### src/ssx_pkg.sv
// Constants, flag layout and interrupt layout for the synchronous serial unit.
package ssx_pkg;

  localparam int CLK_PERIOD_NS = 4;
  localparam int SCK_HALF_NS = 32;
  localparam int SCK_HALF_CYC = (SCK_HALF_NS + CLK_PERIOD_NS - 1) / CLK_PERIOD_NS;
  localparam int DIV_W = 8;
  localparam logic [DIV_W-1:0] DIV_RST = 8'h00;
  localparam logic [DIV_W-1:0] SCK_HALF_TERM = DIV_W'(SCK_HALF_CYC - 1);
  localparam logic [2:0] BIT_FIRST = 3'h0;
  localparam logic [2:0] BIT_LAST = 3'h7;
  localparam logic [7:0] SHIFT_RST = 8'h00;
  localparam logic [7:0] BUF_RST = 8'h00;
  localparam logic [2:0] SYNC_RST = 3'h7;

  typedef struct packed {
    logic tx_buffer_empty_flag;
    logic rx_buffer_full_flag;
    logic overrun_error_flag;
    logic framing_error_flag;
    logic parity_error_flag;
    logic tx_end_flag;
  } ssx_flags_t;

  localparam ssx_flags_t FLAGS_RST = 6'h20;
  localparam ssx_flags_t FLAGS_NONE = 6'h00;

  typedef struct packed {
    logic rx_error_irq;
    logic rx_full_irq;
    logic tx_empty_irq;
    logic tx_end_irq;
  } ssx_irq_t;

  localparam ssx_irq_t IRQ_NONE = 4'h0;

endpackage

### src/ssx_unit.sv
// Synchronous mode serial transmitter and receiver with status flags and interrupt lines.
`timescale 1ns/1ps
// Functional notes
// - Transmit disable sets buffer empty, resets shifter.
// - Receive disable keeps receive flags and buffer.
// - Empty clear loads shifter, sets empty, starts.
// - Internal clock gives eight pulses per character.
// - Eight data bits, least significant first.
// - Refilled buffer at last bit continues seamlessly.
// - Empty at last bit sets end, holds line.
// - Serial clock stays constant after transmission.
// - Full character moves to buffer, sets full.
// - Full never set while framing/parity error.
// - Any receive error blocks transmit and receive.
// - Transfer controller access clears matching flag.
// - Four gated interrupt lines, independent outputs.
// - Empty and end requests follow their flags.
// - Full and error requests gated by receive interrupt enable.
// - Only full and empty trigger transfer controller.
// - Priority: error, full, empty, end.
// - End clears with empty; empty outranks end.
// - Drive on falling edge, sample on rising.
// - Internal clock idles high; receive-only runs on.
module ssx_unit (
  input wire logic clk,
  input wire logic rst_n,
  input wire logic transmit_enable,
  input wire logic rx_on,
  input wire logic clock_internal,
  input wire logic tx_empty_irq_enable,
  input wire logic rx_irq_enable,
  input wire logic tx_end_irq_enable,
  input wire logic tx_buffer_write,
  input wire logic [7:0] tx_buffer_wdata,
  input wire logic status_read,
  input wire logic status_write,
  input wire ssx_pkg::ssx_flags_t status_wdata,
  input wire logic xfer_tx_write,
  input wire logic [7:0] xfer_tx_wdata,
  input wire logic xfer_rx_read,
  input wire logic serial_clock_in,
  input wire logic serial_in,
  output logic serial_clock_out,
  output logic serial_clock_oe_n,
  output logic serial_out,
  output ssx_pkg::ssx_flags_t status,
  output logic [7:0] rx_buffer,
  output ssx_pkg::ssx_irq_t irq,
  output ssx_pkg::ssx_irq_t irq_top,
  output logic xfer_tx_trigger,
  output logic xfer_rx_trigger
);

  typedef enum logic [1:0] {TX_IDLE, TX_SHIFT, TX_DRAIN} ssx_tx_state_t;

  ssx_tx_state_t tx_state_reg, tx_state_next;
  ssx_pkg::ssx_flags_t flags_reg, flags_next, arm_reg, arm_next, set_v, clr_v;
  ssx_pkg::ssx_irq_t irq_reg, irq_next, top_reg, top_next;
  logic [7:0] tdr_reg, tdr_next, tsr_reg, tsr_next, rsr_reg, rsr_next, rdr_reg, rdr_next;
  logic [2:0] tx_cnt_reg, tx_cnt_next, rx_cnt_reg, rx_cnt_next;
  logic [2:0] sck_sync_reg, rxd_sync_reg;
  logic sck_lvl_reg, sck_lvl_next, rxd_lvl_reg, rxd_lvl_next;
  logic [ssx_pkg::DIV_W-1:0] div_reg, div_next;
  logic sck_reg, sck_next, out_reg, out_next, oe_n_reg, oe_n_next;
  logic xtx_reg, xrx_reg;
  logic err, rx_only, clk_run, tick, fall_ev, rise_ev, tx_start, bit7_fall;
  logic [7:0] rsr_shift;

  // Both pins pass three flops; only the second and third are compared.
  always_ff @(posedge clk)
  begin
    if (!rst_n)
    begin
      sck_sync_reg <= ssx_pkg::SYNC_RST;
      rxd_sync_reg <= ssx_pkg::SYNC_RST;
    end
    else
    begin
      sck_sync_reg <= {sck_sync_reg[1:0], serial_clock_in};
      rxd_sync_reg <= {rxd_sync_reg[1:0], serial_in};
    end
  end

  assign err = flags_reg.overrun_error_flag | flags_reg.framing_error_flag | flags_reg.parity_error_flag;
  // Receive-only with internal clock keeps clocking until overrun or receive off.
  assign rx_only = rx_on & ~transmit_enable & ~err & clock_internal;
  assign clk_run = (tx_state_reg != TX_IDLE) | rx_only;
  assign tick = clock_internal & clk_run & (div_reg == ssx_pkg::SCK_HALF_TERM);
  assign tx_start = transmit_enable & ~flags_reg.tx_buffer_empty_flag & ~err;
  assign bit7_fall = (tx_state_reg == TX_SHIFT) & fall_ev & (tx_cnt_reg == ssx_pkg::BIT_LAST);
  assign rsr_shift = {rxd_lvl_reg, rsr_reg[7:1]};

  always_comb
  begin
    sck_lvl_next = sck_lvl_reg;
    rxd_lvl_next = rxd_lvl_reg;
    fall_ev = 1'b0;
    rise_ev = 1'b0;
    if (sck_sync_reg[1] == sck_sync_reg[2])
    begin
      sck_lvl_next = sck_sync_reg[2];
    end
    if (rxd_sync_reg[1] == rxd_sync_reg[2])
    begin
      rxd_lvl_next = rxd_sync_reg[2];
    end
    if (clock_internal)
    begin
      fall_ev = tick & sck_reg;
      rise_ev = tick & ~sck_reg;
    end
    else
    begin
      fall_ev = sck_lvl_reg & ~sck_lvl_next;
      rise_ev = ~sck_lvl_reg & sck_lvl_next;
    end
  end

  // Internal clock divider; stopping it snaps the line back high.
  always_comb
  begin
    div_next = ssx_pkg::DIV_RST;
    sck_next = 1'b1;
    oe_n_next = ~clock_internal;
    if (clock_internal & clk_run)
    begin
      div_next = tick ? ssx_pkg::DIV_RST : div_reg + 1'b1;
      sck_next = tick ? ~sck_reg : sck_reg;
    end
  end

  always_comb
  begin
    tx_state_next = tx_state_reg;
    tsr_next = tsr_reg;
    tx_cnt_next = tx_cnt_reg;
    out_next = out_reg;
    tdr_next = tdr_reg;
    rsr_next = rsr_reg;
    rdr_next = rdr_reg;
    rx_cnt_next = rx_cnt_reg;
    set_v = ssx_pkg::FLAGS_NONE;
    clr_v = ssx_pkg::FLAGS_NONE;
    if (tx_buffer_write)
    begin
      tdr_next = tx_buffer_wdata;
    end
    if (xfer_tx_write)
    begin
      tdr_next = xfer_tx_wdata;
      clr_v.tx_buffer_empty_flag = 1'b1;
    end
    if (xfer_rx_read)
    begin
      clr_v.rx_buffer_full_flag = 1'b1;
    end
    if (status_write)
    begin
      clr_v = ssx_pkg::ssx_flags_t'(clr_v | (arm_reg & ~status_wdata));
    end
    clr_v.tx_end_flag = clr_v.tx_end_flag | clr_v.tx_buffer_empty_flag;
    case (tx_state_reg)
      TX_IDLE:
      begin
        if (tx_start)
        begin
          tsr_next = tdr_reg;
          set_v.tx_buffer_empty_flag = 1'b1;
          tx_cnt_next = ssx_pkg::BIT_FIRST;
          tx_state_next = TX_SHIFT;
        end
      end
      TX_SHIFT:
      begin
        if (fall_ev)
        begin
          out_next = tsr_reg[0];
          tsr_next = {1'b0, tsr_reg[7:1]};
          tx_cnt_next = tx_cnt_reg + 1'b1;
          if (tx_cnt_reg == ssx_pkg::BIT_LAST)
          begin
            if (tx_start)
            begin
              tsr_next = tdr_reg;
              set_v.tx_buffer_empty_flag = 1'b1;
            end
            else
            begin
              set_v.tx_end_flag = 1'b1;
              tx_state_next = TX_DRAIN;
            end
          end
        end
      end
      TX_DRAIN:
      begin
        if (rise_ev)
        begin
          tx_state_next = TX_IDLE;
        end
      end
      default:
      begin
        tx_state_next = TX_IDLE;
      end
    endcase
    if (!transmit_enable)
    begin
      tx_state_next = TX_IDLE;
      tsr_next = ssx_pkg::SHIFT_RST;
      tx_cnt_next = ssx_pkg::BIT_FIRST;
      set_v.tx_buffer_empty_flag = 1'b1;
    end
    // Receive off only stops the shifter; flags and buffer are untouched.
    if (!rx_on || err)
    begin
      rx_cnt_next = ssx_pkg::BIT_FIRST;
    end
    else if (rise_ev)
    begin
      rsr_next = rsr_shift;
      rx_cnt_next = rx_cnt_reg + 1'b1;
      if (rx_cnt_reg == ssx_pkg::BIT_LAST)
      begin
        if (flags_reg.rx_buffer_full_flag)
        begin
          set_v.overrun_error_flag = 1'b1;
        end
        else if (!flags_reg.framing_error_flag && !flags_reg.parity_error_flag)
        begin
          rdr_next = rsr_shift;
          set_v.rx_buffer_full_flag = 1'b1;
        end
      end
    end
    // A flag set in the same cycle as its clear stays set.
    flags_next = ssx_pkg::ssx_flags_t'((flags_reg & ~clr_v) | set_v);
    arm_next = status_write ? ssx_pkg::FLAGS_NONE : arm_reg;
    if (status_read)
    begin
      arm_next = ssx_pkg::ssx_flags_t'(arm_reg | flags_reg);
    end
  end

  always_comb
  begin
    irq_next.tx_empty_irq = flags_next.tx_buffer_empty_flag & tx_empty_irq_enable;
    irq_next.tx_end_irq = flags_next.tx_end_flag & tx_end_irq_enable;
    irq_next.rx_full_irq = flags_next.rx_buffer_full_flag & rx_irq_enable;
    irq_next.rx_error_irq = (flags_next.overrun_error_flag | flags_next.framing_error_flag | flags_next.parity_error_flag) & rx_irq_enable;
    top_next = ssx_pkg::IRQ_NONE;
    if (irq_next.rx_error_irq)
    begin
      top_next.rx_error_irq = 1'b1;
    end
    else if (irq_next.rx_full_irq)
    begin
      top_next.rx_full_irq = 1'b1;
    end
    else if (irq_next.tx_empty_irq)
    begin
      top_next.tx_empty_irq = 1'b1;
    end
    else if (irq_next.tx_end_irq)
    begin
      top_next.tx_end_irq = 1'b1;
    end
  end

  always_ff @(posedge clk)
  begin
    if (!rst_n)
    begin
      tx_state_reg <= TX_IDLE;
      flags_reg <= ssx_pkg::FLAGS_RST;
      arm_reg <= ssx_pkg::FLAGS_NONE;
      irq_reg <= ssx_pkg::IRQ_NONE;
      top_reg <= ssx_pkg::IRQ_NONE;
      tdr_reg <= ssx_pkg::BUF_RST;
      tsr_reg <= ssx_pkg::SHIFT_RST;
      rsr_reg <= ssx_pkg::SHIFT_RST;
      rdr_reg <= ssx_pkg::BUF_RST;
      tx_cnt_reg <= ssx_pkg::BIT_FIRST;
      rx_cnt_reg <= ssx_pkg::BIT_FIRST;
      sck_lvl_reg <= 1'b1;
      rxd_lvl_reg <= 1'b1;
      div_reg <= ssx_pkg::DIV_RST;
      sck_reg <= 1'b1;
      oe_n_reg <= 1'b1;
      out_reg <= 1'b1;
      xtx_reg <= 1'b0;
      xrx_reg <= 1'b0;
    end
    else
    begin
      tx_state_reg <= tx_state_next;
      flags_reg <= flags_next;
      arm_reg <= arm_next;
      irq_reg <= irq_next;
      top_reg <= top_next;
      tdr_reg <= tdr_next;
      tsr_reg <= tsr_next;
      rsr_reg <= rsr_next;
      rdr_reg <= rdr_next;
      tx_cnt_reg <= tx_cnt_next;
      rx_cnt_reg <= rx_cnt_next;
      sck_lvl_reg <= sck_lvl_next;
      rxd_lvl_reg <= rxd_lvl_next;
      div_reg <= div_next;
      sck_reg <= sck_next;
      oe_n_reg <= oe_n_next;
      out_reg <= out_next;
      xtx_reg <= irq_next.tx_empty_irq;
      xrx_reg <= irq_next.rx_full_irq;
    end
  end

  assign serial_clock_out = sck_reg;
  assign serial_clock_oe_n = oe_n_reg;
  assign serial_out = out_reg;
  assign status = flags_reg;
  assign rx_buffer = rdr_reg;
  assign irq = irq_reg;
  assign irq_top = top_reg;
  assign xfer_tx_trigger = xtx_reg;
  assign xfer_rx_trigger = xrx_reg;
endmodule

### config.mk
export PLATFORM = sky130hd
export DESIGN_NAME = ssx_unit
export DESIGN_NICKNAME = d
export VERILOG_FILES = /design/src/ssx_pkg.sv /design/src/ssx_unit.sv
export SDC_FILE = /design/constraint.sdc
export NUM_CORES = 1
export LEC_CHECK = 0
export ABC_AREA = 1
export ABC_CLOCK_PERIOD_IN_PS = 1650
export BUFFER_PORTS_ARGS = -buffer_cell sky130_fd_sc_hd__buf_4
export CAP_MARGIN = 20
export CORE_AREA = 2 2 98 81
export DETAILED_ROUTE_END_ITERATION = 16
export DIE_AREA = 0 0 100 83
export GPL_TIMING_DRIVEN = 0
export PLACE_DENSITY = 0.69
export SYNTH_ARGS = -nofsm -noshare
export SYNTH_HDL_FRONTEND = slang
export SYNTH_SLANG_ARGS = --single-unit
### constraint.sdc
create_clock -name clk -period 1.65 [get_ports clk]
set_input_delay 0.33 -clock clk [delete_from_list [all_inputs] [get_ports clk]]
set_output_delay 0.33 -clock clk [all_outputs]
set_load 0.01 [all_outputs]
==> out/qor.yml <==
sta:
  final.setup.tns_ps: 0
  tightestPinTransition_ps: 544
  period_share_pct: 98.4
  fmax_mhz: 616
  period_needed_ps: 1620
  slew_headroom_pct: 63.7
  maxSlewViolCount: 0
  clock_skew_ps: 9.36
  hold_viol: 0
  rsz0062_at_grt: "true"
  setup_viol: 0
synthesis:
  synth_top_cell_area_share_pct: 47.5
  synthTopCellsByArea: "dfxtp_1 47%, nand2_1 9.7%, a21oi_1 6.0%"
  synth_area_mm2: 0.00325
  ys_seq_area_share_pct: 47.5
  ys.flop_type: "dfxtp_1"
  syn_nets: 456
  synth_area_leader_cell: "dfxtp_1"
  async_flop_share_pct: 0
  synth_cell_types: 39
  synth_edf_count: 0
  synthCells: 414
  ys_ff_latch: 77
  synth_area_per_cell_um2: 7.84
  yosys_warnings: 0
setup_path:
  crit_slowest_cell: "dfxtp_2"
  cp-end-kind: "flip-flop"
  crit_fanout: 6
  worstPathArrival_ps: 1870
  crit_start: "div_reg[1]$_SDFF_PP0_"
  critPathMaxStageDelay_ps: 360
  r2r_slack_ps: 30
  cp-start-kind: "flip-flop"
  cp_data_required_time_ps: 1890
  reg2reg_depth: 11
  worstSetupPathType: "flip-flop to flip-flop"
  crit_path_cell_trace: "ha_4 > nand2_2 > inv_2 > nand2_2 > nor2_4 > nand3_2 > nand2_4 > nand3b_4 > buf_6 > o21ai_2 > a21oi_1"
  regToRegStartpoint: "div_reg[1]$_SDFF_PP0_"
  cp_common_cell: "nand2_2"
status:
  status: "finished, final reports clean"
global_route:
  overflow: 0
  grt_use_total_pct: 18.4
  grt_pass1_wl_um: 12400
  antenna_found_initial: 0
  grt_max_degree: 15
  grt_pass1_vias: 2709
clocking:
  clock-root-buffer: "clkbuf_8"
  clock_sinks: 77
  numCtsBuffers: 9
  hold_buffers: 0
  clock_latency_ps: 350
  cts.reportedPaths.clkPinSlew_ps: 90
  cts_max_level: 3
  clockBufferDepth: 2
  cts_tree: "done"
routing:
  vias: 2926
  routed_wl_um: 7350
  wire_per_inst_um: 12.4
  via_per_inst: 4.94
  initialDrtViolationCount: 118
  ant_nets: 0
  firstDrtPassIters: 5
  drc: 0
layout:
  utilization_pct: 57.3
  nNetsFinal: 539
  multiInputGateArea_mm2: 0.00151
  drive_gt1_share_pct: 28.5
  seq_area_mm2: 0.00155
  diodes: 0
  num-fill-cells: 664
  area_growth_syn_to_layout_pct: 28.7
die:
  die_h_um: 83
  fp.coreArea_mm2: 0.00729
  io_pins: 64
  dieArea_mm2: 0.00830
  die_x_um: 100
  start_util_pct: 44.6
  num_rows: 28
power:
  peakVddDrop_v: 0.000446
  p_per_area_mw_per_mm2: 860
  total_leakage_power_nw: 1.87
run:
  cap_violations: 0
hold_path:
  hold_path.class: "primary input to flip-flop"
  min-delay-start: "serial_in"
  min_delay_path_depth: 2
placed_design:
  port_buffers: 63
  dp_hpwl_um: 5270
  gp_congestion: 0.786
## synthesized netlist by cell type (3+ instances only)
master    number
nor2_1        42
nand3_1       30
nand2_4        3
nor3_1         3
nor2_4         3
nand3_2        3
buf_6          3
inv_1         44
nand2_1       84
o21ai_0       36
clkbuf_1       5
buf_4          5
dfxtp_1       77
or2_2          7
ha_1           5
a21oi_1       39
## power by group
group | switching [W] | internal, W
Sequential | 0.0000175 | 0.00189
Combinational | 0.000139 | 0.000123
Clock | 0.000723 | 0.000703
## cell type report
class                      count  area share (%)
sequential                    77            37.0
buffer                        15            2.46
tap                           90            2.70
clock inverter                 7            1.83
timing repair buffer          71            12.8
inverter                      46            4.13
multi-input combinational    277            36.1
clock buffer                   9            2.96
## path summary, 6_finish.rpt
kind | end
max | rx_buffer[6]$_SDFFE_PN0P_
min | rxd_sync_reg[0]$_SDFF_PN1_
max reg2reg | rx_buffer[6]$_SDFFE_PN0P_
min reg2reg | rxd_sync_reg[1]$_SDFF_PN1_
## metal layers
metal | GRT usage, % | share of wire (%) | up-vias
li1 | - | - | 1504
met1 | 25.4 | 50 | 1347
met2 | 27.9 | 44 | 67
met3 | 5.56 | 5.3 | 8
met4 | 5.23 | 1.2 | 0
met5 | 0 | 0 | -
## kinds of logic after synthesis
family / share of synthesized area [%]
flip-flops: 47.5
AO/OA/AOI/OAI: 14.0
XOR/XNOR: 0.809
adder cells (fa/ha/maj): 1.93
buffers and inverters: 8.36
AND/OR/NAND/NOR: 27.5
## what timing repair did
item,in CTS,in global routing
cloned,2,0
pin swaps,4,9
resized for setup,6,28
endpoints found under the setup margin,20,34
setup buffers,2,5
## cells in the final DEF (no fill, tap or decap), types with 8 or more instances in the layout
cell type,synthesis,final
nor2_1,42,42
a21oi_1,39,38
clkbuf_8,0,9
nand3_1,30,27
o21ai_0,36,27
nand2_1,84,79
o21ai_1,1,8
buf_4,5,75
dfxtp_1,77,72
inv_1,44,42
## worst max-delay path: cells and delay by family (launching register included)
kind,cells,cell delay (ps)
and+or+nand+nor,6,650
AOI/OAI and AO/OA,2,150
DFF,1,360
buffers and inverters,2,220
adders and majority gates,1,140
## through the flow
step	hold WS (ps)	cells	instance area (um2)	worst slack, ps	power, W
final	159	592	4180	26.0	0.00359
after global routing	143	592	4180	-70.9	0.00375
after CTS	141	587	4080	1.23	0.00363
after detailed placement	398	567	3830	-85.3	0.00220
after global placement	394	567	3830	-67.2	0.00220
after floorplan	393	414	3250	121	0.00208
(Power assumes the default switching activity.)
